**src/hw/fcdp_defines.svh**
```systemverilog
`ifndef FCDP_DEFINES_SVH
`define FCDP_DEFINES_SVH

// ----------------------------------------
// Register addresses (index into the data memory window of this block)
// ----------------------------------------
`define FCDP_ADDR_CH0_HIGH 3'h0
`define FCDP_ADDR_CH0_LOW 3'h1
`define FCDP_ADDR_CH1_HIGH 3'h2
`define FCDP_ADDR_CH1_LOW 3'h3
`define FCDP_ADDR_CH2_HIGH 3'h4
`define FCDP_ADDR_CH2_LOW 3'h5
`define FCDP_ADDR_CH3_HIGH 3'h6
`define FCDP_ADDR_CH3_LOW 3'h7

// ----------------------------------------
// Field positions and reset values
// ----------------------------------------
`define FCDP_LOW_SEL_BIT 0
`define FCDP_LOW_FINE_MSB 7
`define FCDP_LOW_FINE_LSB 4
`define FCDP_LOW_RD_MASK 8'hf1
`define FCDP_HIGH_RST 8'h00
`define FCDP_LOW_RST 8'h00

// ----------------------------------------
// Timing counts in system clocks
// ----------------------------------------
`define FCDP_FULL_CYCLE_CLKS 4096
`define FCDP_SUB_CYCLE_CLKS 256
`define FCDP_SUB_CYCLES 16

`endif

```
**src/hw/fcdp_pkg.sv**
```systemverilog
package fcdp_pkg;

  typedef logic [11:0] fcdp_duty_t;
  typedef logic [7:0] fcdp_byte_t;

  // Phase of the shared sequencer within one full cycle
  typedef struct packed {
    logic [3:0] sub_idx;
    logic [7:0] tick;
  } fcdp_phase_s;

endpackage

```
**src/hw/fcdp_seq_if.sv**
```systemverilog
`timescale 1ns/100ps
interface fcdp_seq_if;
  import fcdp_pkg::*;

  fcdp_phase_s phase;
  logic cycle_start;

  modport src (output phase, output cycle_start);
  modport dst (input phase, input cycle_start);
endinterface

```
**src/hw/fcdp_seq.sv**
```systemverilog
`timescale 1ns/100ps
`include "fcdp_defines.svh"

// ----------------------------------------
// Shared 12-bit cycle sequencer
// ----------------------------------------
module fcdp_seq
  import fcdp_pkg::*;
(
  input wire logic mclk_i,
  input wire logic rst_i,
  fcdp_seq_if.src seq
);

  logic [11:0] cnt_q;
  logic [11:0] cnt_d;

  // Free-running on the system clock, wraps every full cycle
  assign cnt_d = cnt_q + 12'h001;

  always_ff @(posedge mclk_i or posedge rst_i) begin
    if (rst_i) begin
      cnt_q <= 12'h000;
    end else begin
      cnt_q <= cnt_d;
    end
  end

  // Upper nibble numbers the sub-cycle, low byte counts inside it
  assign seq.phase = fcdp_phase_s'(cnt_q);
  // Flag sits on the last count so the duty copy is already in place at count 0;
  // flagging count 0 itself would let its first tick still run on the old duty
  assign seq.cycle_start = (cnt_q == 12'hfff);
endmodule

```
**src/hw/fcdp_chan.sv**
```systemverilog
`timescale 1ns/100ps
`include "fcdp_defines.svh"

// ----------------------------------------
// One modulator channel
// ----------------------------------------
module fcdp_chan
  import fcdp_pkg::*;
(
  input wire logic mclk_i,
  input wire logic rst_i,
  input wire fcdp_duty_t duty_i,
  fcdp_seq_if.dst seq,
  output logic wave_o
);

  fcdp_duty_t act_q;
  logic [7:0] coarse;
  logic [3:0] fine;
  logic [8:0] high_len;
  logic wave_d;
  logic wave_q;

  // Latch duty only at the cycle boundary so a cycle never mixes values
  always_ff @(posedge mclk_i or posedge rst_i) begin
    if (rst_i) begin
      act_q <= 12'h000;
    end else if (seq.cycle_start) begin
      act_q <= duty_i;
    end
  end

  assign coarse = act_q[11:4];
  assign fine = act_q[3:0];
  // Extra clock in the first sub-cycles below the fine value
  assign high_len = {1'b0, coarse} + {8'h00, (seq.phase.sub_idx < fine)};
  // High first, then low for the rest of the 256 clocks
  assign wave_d = ({1'b0, seq.phase.tick} < high_len);

  // Registered so the output is glitch free; one clock of latency
  always_ff @(posedge mclk_i or posedge rst_i) begin
    if (rst_i) begin
      wave_q <= 1'b0;
    end else begin
      wave_q <= wave_d;
    end
  end

  assign wave_o = wave_q;
endmodule

```
**src/hw/fcdp_top.sv**
```systemverilog
`timescale 1ns/100ps
`include "fcdp_defines.svh"

// Function
// - Each channel holds a 12-bit duty split over a high/low register pair.
// - Channel counters advance on the system clock only, no prescaler.
// - One full output cycle lasts exactly 4096 system clocks.
// - Full cycle holds sixteen 256-clock sub-cycles numbered 0 to 15.
// - Duty bits 11..4 are coarse duty, bits 3..0 are fine duty.
// - Sub-cycle i is high coarse+1 clocks if i below fine, else coarse.
// - Hardware sequences the sub-cycles; software only writes the duty.
// - Low register bit 0 routes the modulator to the pin when set.
// - Selected and output: port data 1 passes waveform, 0 forces low.
// - Selected but direction input: pin stays input, no waveform driven.
// - Each channel shares one dedicated port pin with general I/O.
// - Registers reset to zero; low register bits 3..1 read zero.
module fcdp_top
  import fcdp_pkg::*;
(
  input wire logic mclk_i,
  input wire logic rst_i,
  input wire logic [2:0] reg_addr_i,
  input wire logic reg_wr_i,
  input wire logic [7:0] reg_wdata_i,
  output logic [7:0] reg_rdata_o,
  input wire logic [3:0] port_dir_i,
  input wire logic [3:0] port_data_i,
  output logic [3:0] pin_o,
  output logic [3:0] pin_oe_o,
  output logic [3:0] pin_pwm_owned_o
);

  // ----------------------------------------
  // Register file
  // ----------------------------------------
  fcdp_byte_t high_q [4];
  fcdp_byte_t low_q [4];
  logic [3:0] wave;
  logic [3:0] pin_d;
  logic [3:0] oe_d;
  logic [3:0] sel;
  logic [7:0] rdata_d;
  logic [7:0] rd_high;
  logic [7:0] rd_low;
  logic [1:0] rd_ch;

  fcdp_seq_if seq_bus ();

  // Shared counter; all channels stay phase aligned on the system clock
  fcdp_seq u_seq (
    .mclk_i(mclk_i),
    .rst_i(rst_i),
    .seq(seq_bus)
  );

  genvar g;
  generate
    for (g = 0; g < 4; g++) begin : g_ch
      logic wr_high;
      logic wr_low;

      // Byte address: even is the high register, odd the low one
      assign wr_high = reg_wr_i && (reg_addr_i == 3'(2 * g));
      assign wr_low = reg_wr_i && (reg_addr_i == 3'(2 * g + 1));

      // Unimplemented low bits are never stored, so they read zero
      always_ff @(posedge mclk_i or posedge rst_i) begin
        if (rst_i) begin
          high_q[g] <= `FCDP_HIGH_RST;
          low_q[g] <= `FCDP_LOW_RST;
        end else begin
          if (wr_high) begin
            high_q[g] <= reg_wdata_i;
          end
          if (wr_low) begin
            low_q[g] <= reg_wdata_i & `FCDP_LOW_RD_MASK;
          end
        end
      end

      assign sel[g] = low_q[g][`FCDP_LOW_SEL_BIT];

      // Coarse from the high byte, fine from the top nibble of the low byte
      fcdp_chan u_chan (
        .mclk_i(mclk_i),
        .rst_i(rst_i),
        .duty_i({high_q[g], low_q[g][`FCDP_LOW_FINE_MSB:`FCDP_LOW_FINE_LSB]}),
        .seq(seq_bus),
        .wave_o(wave[g])
      );

      // Direction 0 means output; data bit gates the waveform
      assign oe_d[g] = sel[g] && !port_dir_i[g];
      assign pin_d[g] = oe_d[g] && port_data_i[g] && wave[g];
    end
  endgenerate

  // ----------------------------------------
  // Read mux
  // ----------------------------------------
  assign rd_ch = reg_addr_i[2:1];
  assign rd_high = high_q[rd_ch];
  assign rd_low = low_q[rd_ch];
  assign rdata_d = reg_addr_i[0] ? rd_low : rd_high;

  // Outputs registered; read data lags the address by one clock
  always_ff @(posedge mclk_i or posedge rst_i) begin
    if (rst_i) begin
      reg_rdata_o <= 8'h00;
      pin_o <= 4'h0;
      pin_oe_o <= 4'h0;
      pin_pwm_owned_o <= 4'h0;
    end else begin
      reg_rdata_o <= rdata_d;
      pin_o <= pin_d;
      pin_oe_o <= oe_d;
      pin_pwm_owned_o <= oe_d;
    end
  end
endmodule

```
**config.mk**
```make
export PLATFORM = sky130hd
export DESIGN_NAME = fcdp_top
export DESIGN_NICKNAME = d
export VERILOG_FILES = /design/src/hw/fcdp_pkg.sv /design/src/hw/fcdp_seq_if.sv /design/src/hw/fcdp_seq.sv /design/src/hw/fcdp_chan.sv /design/src/hw/fcdp_top.sv
export VERILOG_INCLUDE_DIRS = /design/src /design/src/hw
export SDC_FILE = /design/constraint.sdc
export NUM_CORES = 1
export LEC_CHECK = 0
export BUFFER_PORTS_ARGS = -buffer_cell sky130_fd_sc_hd__buf_2
export CORE_MARGIN = 8
export CORE_UTILIZATION = 57
export DETAILED_ROUTE_END_ITERATION = 10
export PLACE_DENSITY = 0.76
export SLEW_MARGIN = 20
export SYNTH_ARGS = -nofsm -noshare
export SYNTH_HDL_FRONTEND = slang
export SYNTH_SLANG_ARGS = --single-unit
```
**constraint.sdc**
```tcl
create_clock -name mclk_i -period 6.9 [get_ports mclk_i]
set_input_delay 0.345 -clock mclk_i [delete_from_list [all_inputs] [get_ports mclk_i]]
set_output_delay 0.345 -clock mclk_i [all_outputs]
set_load 0.05 [all_outputs]
```
==> run summary, run 1 <==
status = finished, final reports clean
Slew Limit Fails = 0
Final Wtd Congestion = 0.892
Clock Power Share = 0.455
Post-DP HPWL = 10.2 mm
setup ws final = 3790 ps
Worst EP arrival = 3420 ps
Startpoint Class = flop
Total GRT Usage = 0.197
largest net degree at the start of global routing = 74
final period utilization = 0.451
Sw Share = 0.243
TritonCTS buffer count = 17
post-synthesis sequential area ratio = 0.492
Fmax = 322 MHz
Reg clk slew, reported paths = 50 ps
crit path max fanout = 6
largest family of logic cells by synthesized area = multiplexers
top-area cell type share of the netlist area = 0.492
total die area = 15500 um2
antenna violations before repair = 0
fin cells = 702
worst clock skew = 6.09 ps
Adder-Cell Fraction of Synth Area = 0.0912
clk buf depth = 2
Tmin final = 3110 ps
CTS tree = done
Yosys reg bits = 132
multiplexer share of the synthesized area = 0.231
required time worst endpoint = 7210 ps
P_leak = 3.68 nW
clk_lat worst skew = 430 ps
post-synthesis instance area = 6720 um2
Post-Syn Nets = 570
root buffer cell = clkbuf_16
initial core utilization = 0.586
first-pass GRT wire length = 23.9 mm
xor/xnor cell area share of the yosys netlist = 0.0443
Cells after Synth = 499
Gate power share = 0.115
Port Buffers = 41
Unique masters post-synth = 33
share of post-route cells with drive strength above 1 = 0.347
ant diodes = 0
RSZ-0062 raised after global routing = false
DRC = 0
sw power = 0.518 mW
Final Net Count = 617
Iteration-0 DRC Markers = 254
Ys Warns = 0
Simple-Gate Fraction of Synth Area = 0.0717
Final Hold Viols = 0
IO Count = 42
grt ovf = 0
H-tree lvl count = 4
kind of critical path = reg -> reg
Core ar. = 11500 um2
synthesized area per cell = 13.5 um2
Min-Delay Path Class = in -> async
crit end category = flop
Max VDD drop = 0.208 mV
cell row count = 39
DRT Pass-1 Iters = 4
total number of vias = 4120
Slew @ Worst Pin = 1120 ps
fin util = 0.668
Synth area leaders = dfrtp_1 (49%), mux2_2 (14%), ha_1 (9.1%)
setup_tns = 0 ps
Register-to-Register Path Depth = 13
Clock Sinks = 132
vias in the first global route = 4426
MaxCap Viol Count = 0
die height = 125 um
Worst slew margin = 0.251
placed insts = 670
pre-CTS setup slack = 3800 ps
post-synth top area cell = dfrtp_1
Final setup viols = 0
WL final = 14.5 mm
sequential share of power = 0.430
Int Pwr = 1.61 mW
post-CTS setup buffers = 0
post_cts resized = 0
chip width = 125 um
synthesis-to-finish area growth = 14.0%
Post-CTS Hold Buffers = 0
Via-to-Cell Ratio = 5.87
drt wl/cell = 20.7 um
post-route ant nets = 0
Power Density = 278 nW/um2
Synth Area in Compound Gates = 0.0417
[placed cells by master (no fill, tap or decap), drive strengths merged]
master and count:
dfrtp 132, mux2 105, ha 49, buf 42, clkbuf 25, inv 24
xor2 22, nand3 20, a21oi 18, mux4 13, nand2 12, xnor2 12
and3 11, o21ai 10, nand2b 9, nor2b 9, a21o 8, nand4 6
nor2 5, a211oi 4, bufinv 4, nand4b 3, nor3b 2, and4 2
a31oi 2, a311o 2, o221ai 2, clkinvlp 2, nor3 2, and2 1
clkinv 1
[final timing paths]
| kind | startpoint | slack, ps | end |
|---|---|---|---|
| min in group mclk_i | port_dir_i[0] | 80 | pin_oe_o[0] |
| worst min register to register | g_ch[2].u_chan.wave_o | 500 | pin_o[2] |
| max in group asynchronous | rst_i | 5670 | high_q[31] |
| worst min-delay path | rst_i | 20 | pin_o[1] |
| worst max register to register | u_seq.seq.phase[9] | 3790 | g_ch[2].u_chan.wave_o |
| worst max-delay path | u_seq.seq.phase[9] | 3790 | g_ch[2].u_chan.wave_o |
[per-stage QoR]
stage	cell area (um2)	hold slack [ps]	total power [mW]
floorplan	6720	418	1.10
global placement	7020	488	1.17
detailed placement	7020	491	1.18
CTS	7660	53.5	2.14
global route	7660	72.3	2.20
finish	7660	20.5	2.13
[power by group through the flow]
stage          Combinational, mW  Sequential (mW)  Clock [mW]
4_1_cts                    0.249            0.915       0.980
3_5_place_dp               0.247            0.928           0
3_3_place_gp               0.243            0.923           0
2_1_floorplan              0.144            0.958           0
6_report                   0.244            0.916       0.968
5_1_grt                    0.261            0.926        1.01
[final cells by class]
class	instances	area [um2]
Clock buffer	25	495
Sequential cell	132	3300
Tap cell	143	179
Multi-Input combinational cell	329	3230
Inverter	24	95.1
Clock inverter	7	144
Fill cell	842	3810
Timing Repair Buffer	42	213
[Yosys cell counts, drive strengths merged]
| library cell | instances |
|---|---|
| and4 | 2 |
| dfrtp | 132 |
| a21o | 8 |
| nand2 | 12 |
| xor2 | 22 |
| mux2 | 105 |
| a31oi | 2 |
| nor2b | 9 |
| mux4 | 13 |
| ha | 49 |
| inv | 24 |
| nand3 | 20 |
| nor3 | 2 |
| a211oi | 4 |
| o221ai | 2 |
| o21ai | 10 |
| nor3b | 2 |
| nand2b | 9 |
| a21oi | 18 |
| nand4b | 3 |
| and2 | 1 |
| xnor2 | 12 |
| a311o | 2 |
| nor2 | 5 |
| and3 | 11 |
| nand4 | 6 |
| buf | 14 |
[routing by layer]
metal / part of all wire / vias to the layer above / global-route usage / routed length [um]
li1: - / 1903 / - / -
met1: 0.47 / 2110 / 0.254 / 6780
met2: 0.47 / 83 / 0.308 / 6830
met3: 0.043 / 24 / 0.0506 / 626
met4: 0.021 / 0 / 0.0865 / 310
met5: 0 / - / 0 / 0
[flip-flops by register name, summed over array words and instances, names as in the netlist]
name / cells
pin_oe_o: 4
high_q: 32
g_ch.u_chan.act_q: 48
u_seq.seq.phase: 12
pin_o: 4
g_ch.u_chan.wave_o: 4
low_q: 20
reg_rdata_o: 8
[cells by family (layout without fill, tap and decap cells)]
kind of cell,Yosys count,count (layout)
AO/OA/AOI/OAI,46,46
XOR/XNOR,34,34
adder cells (fa/ha/maj),49,49
buffers and inverters,38,98
flip-flops,132,132
multiplexers,118,118
AND/OR/NAND/NOR,82,82
[worst max-delay path, stage by stage, from the launching register on]
cell     delay (ps)
dfrtp_1         450
ha_1            320
a21o_1          150
a21o_1          170
a21oi_1         200
ha_1            230
ha_1            230
and3_1          210
xnor2_1         100
ha_1            300
a21oi_1          70
o21ai_0         200
a31oi_1          80
a311o_1         280
(Power assumes the default switching activity.)
==> run 2, diff against run 1 <==
clock period = 3 ns   (was 6.9 ns; I/O delays follow)
==> run summary, run 2 (synthesis results as in run 1) <==
Iteration-0 DRC Markers = 295 (was 254)
fin util = 0.689 (was 0.668)
cell row count = 39 (unchanged)
DRC = 0 (unchanged)
Largest Register = g_ch.u_chan.act_q (unchanged)
Clock Sinks = 132 (unchanged)
Worst EP arrival = 3190 ps (was 3420 ps)
grt ovf = 0 (unchanged)
Total GRT Usage = 0.202 (was 0.197)
Slew @ Worst Pin = 1140 ps (was 1120 ps)
worst path cell trace = ha_4, a21o_1, a21o_1, a21oi_2, ha_2, and4_1, nand4_1, xor2_1, ha_1, inv_1, o21ai_1, a31oi_1, a311o_1 (was ha_1, a21o_1, a21o_1, a21oi_1, ha_1, ha_1, and3_1, xnor2_1, ha_1, a21oi_1, o21ai_0, a31oi_1, a311o_1)
largest net degree at the start of global routing = 133 (was 74)
RSZ-0062 raised after global routing = true (was false)
FILL cells = 805 (was 842)
DRT Pass-1 Iters = 4 (unchanged)
FF/Latch Area = 3300 um2 (about the same)
status = finished, final reports clean (unchanged)
Slew Limit Fails = 0 (unchanged)
multi-input logic area = 3320 um2 (was 3230 um2)
Tmin final = 2900 ps (was 3110 ps)
Int Pwr = 3.39 mW (was 1.61 mW)
vias in the first global route = 4372 (was 4426)
kind of critical path = reg -> reg (unchanged)
IO Count = 42 (unchanged)
crit end category = flop (unchanged)
die height = 125 um (unchanged)
Min-Delay Path Class = in -> reg (was in -> async)
synthesis-to-finish area growth = 17.6% (was 14.0%)
Final Hold Viols = 0 (unchanged)
share of post-route cells with drive strength above 1 = 0.386 (was 0.347)
antenna violations before repair = 0 (unchanged)
first-pass GRT wire length = 24.4 mm (was 23.9 mm)
Power Density = 586 nW/um2 (was 278 nW/um2)
reg-to-reg slack, setup = 100 ps (was 3790 ps)
Gate power share = 0.125 (was 0.115)
DP Area = 7110 um2 (was 7020 um2)
post-route ant nets = 0 (unchanged)
leading cell type in the layout, fill and taps excluded = dfrtp_1 (unchanged)
sw power = 1.25 mW (was 0.518 mW)
Final Net Count = 641 (was 617)
Final setup viols = 0 (unchanged)
final period utilization = 0.966 (was 0.451)
drt wl/cell = 20.8 um (was 20.7 um)
CP dominant cell by count = a21o_1 (was ha_1)
MaxCap Viol Count = 0 (unchanged)
ant diodes = 0 (unchanged)
largest registers = g_ch.u_chan.act_q x48, high_q x32, low_q x20 (unchanged)
Crit path depth = 13 (unchanged)
Global Route met2 Usage = 0.315 (was 0.308)
CTS tree = done (unchanged)
source of the worst register-to-register timing path = u_seq.seq.phase[9] (unchanged)
H-tree lvl count = 4 (unchanged)
Clock Power Share = 0.420 (was 0.455)
Register-to-Register Path Depth = 13 (unchanged)
root buffer cell = clkbuf_16 (unchanged)
crit path max fanout = 5 (was 6)
reg2reg end = g_ch[3].u_chan.wave_o (was g_ch[2].u_chan.wave_o)
Startpoint Class = flop (unchanged)
met1 Resource Use GR = 0.262 (was 0.254)
Via-to-Cell Ratio = 5.85 (was 5.87)
Final Wtd Congestion = 0.866 (was 0.892)
Sw Share = 0.270 (was 0.243)
Reg clk slew, reported paths = 60 ps (was 50 ps)
Max VDD drop = 0.508 mV (was 0.208 mV)
WL final = 15.1 mm (was 14.5 mm)
Crit path buffers/inverters = 1 (was 0)
worst clock skew = 8.15 ps (was 6.09 ps)
total number of vias = 4244 (was 4120)
chip width = 125 um (unchanged)
CP top delay family = compound AO/OA/AOI/OAI gates (unchanged)
total die area = 15500 um2 (unchanged)
Fmax = 345 MHz (was 322 MHz)
M3 GR Usage = 0.0613 (was 0.0506)
worst hold path depth = 2
TritonCTS buffer count = 17 (unchanged)
slowest stage cell on the critical path = dfrtp_2 (was dfrtp_1)
Worst slew margin = 0.237 (was 0.251)
slowest stage delay, CP = 450 ps (about the same)
clk buf depth = 2 (unchanged)
max FFs per register = 48 (unchanged)
required time worst endpoint = 3290 ps (was 7210 ps)
Port Buffers = 41 (unchanged)
setup_tns = 0 ps (unchanged)
clk_lat worst skew = 420 ps (was 430 ps)
initial core utilization = 0.586 (unchanged)
Post-DP HPWL = 10.3 mm (was 10.2 mm)
commonest non-fill, non-tap cells in the layout = dfrtp_1 (131), mux2_2 (85), ha_1 (44) (was dfrtp_1 (132), mux2_2 (85), ha_1 (49))
Hold Path Origin = reg_wdata_i[4]
Core ar. = 11500 um2 (unchanged)
Hold Path End = high_q[28]
post-route design area = 7910 um2 (was 7660 um2)
sequential share of power = 0.456 (was 0.430)
GRT Max-Usage Layer = met2 (unchanged)
P_leak = 3.75 nW (was 3.68 nW)
-- run 2: changes by cell type in the layout (fill, tap and decap cells not counted), moves of 4 or more --
cell           previous run  this run
dlygate4sd3_1             0        12
buf_4                     1        11
clkbuf_8                  4         0
ha_1                     49        44
a21oi_2                   0         4
a21oi_1                  18        14
-- run 2: timing repair --
item	in CTS	in global routing
gates resized for setup	5	17
endpoints found under the hold margin	149	0
endpoints found under the setup margin	2	4
setup buffers	1	3
hold buffers	12	0
pin swaps	2	12
gates cloned	0	0
-- run 2: worst max-delay path by stage --
stage / from / end / slack (ps)
after floorplan: u_seq.seq.phase[9] / g_ch[3].u_chan.wave_o / 260
after global placement: u_seq.seq.phase[9] / g_ch[3].u_chan.wave_o / 10
after detailed placement: u_seq.seq.phase[9] / g_ch[3].u_chan.wave_o / -80
after CTS: u_seq.seq.phase[9] / g_ch[2].u_chan.wave_o / 4
after global routing: u_seq.seq.phase[9] / g_ch[3].u_chan.wave_o / -40
final: u_seq.seq.phase[9] / g_ch[3].u_chan.wave_o / 100
-- run 2: power by group through the flow --
stage          Clock, mW  Sequential [mW]  Combinational, mW
6_report            1.95             2.11              0.578
5_1_grt             2.07             2.13              0.614
4_1_cts             1.98             2.11              0.587
3_5_place_dp           0             2.14              0.569
3_3_place_gp           0             2.13              0.559
2_1_floorplan          0             2.20              0.332
-- run 2: metal layers --
layer  share of wire  routed length (um)  up-vias
li1                -                   -     1959
met1            0.46                6890     2187
met2            0.49                7330       83
met3           0.043                 655       15
met4           0.015                 223        0
met5               0                   0        -
-- run 2: layout make-up --
class / count / area share
clock buffers: 19 / 0.0548
clock inverters: 13 / 0.0161
inverters: 24 / 0.0119
multi-input cells: 329 / 0.420
flip-flops and latches: 132 / 0.418
well taps: 143 / 0.0226
repair buffers: 66 / 0.0567
-- run 2: per-stage QoR --
step                      hold WS, ps  instances  power [mW]  worst slack, ps
final                            80.8        726        4.64              103
after global routing             59.1        726        4.82            -38.1
after CTS                        61.6        723        4.68             4.00
after detailed placement          313        678        2.71            -81.0
after global placement            316        678        2.69             9.74
after floorplan                   223        499        2.54              264
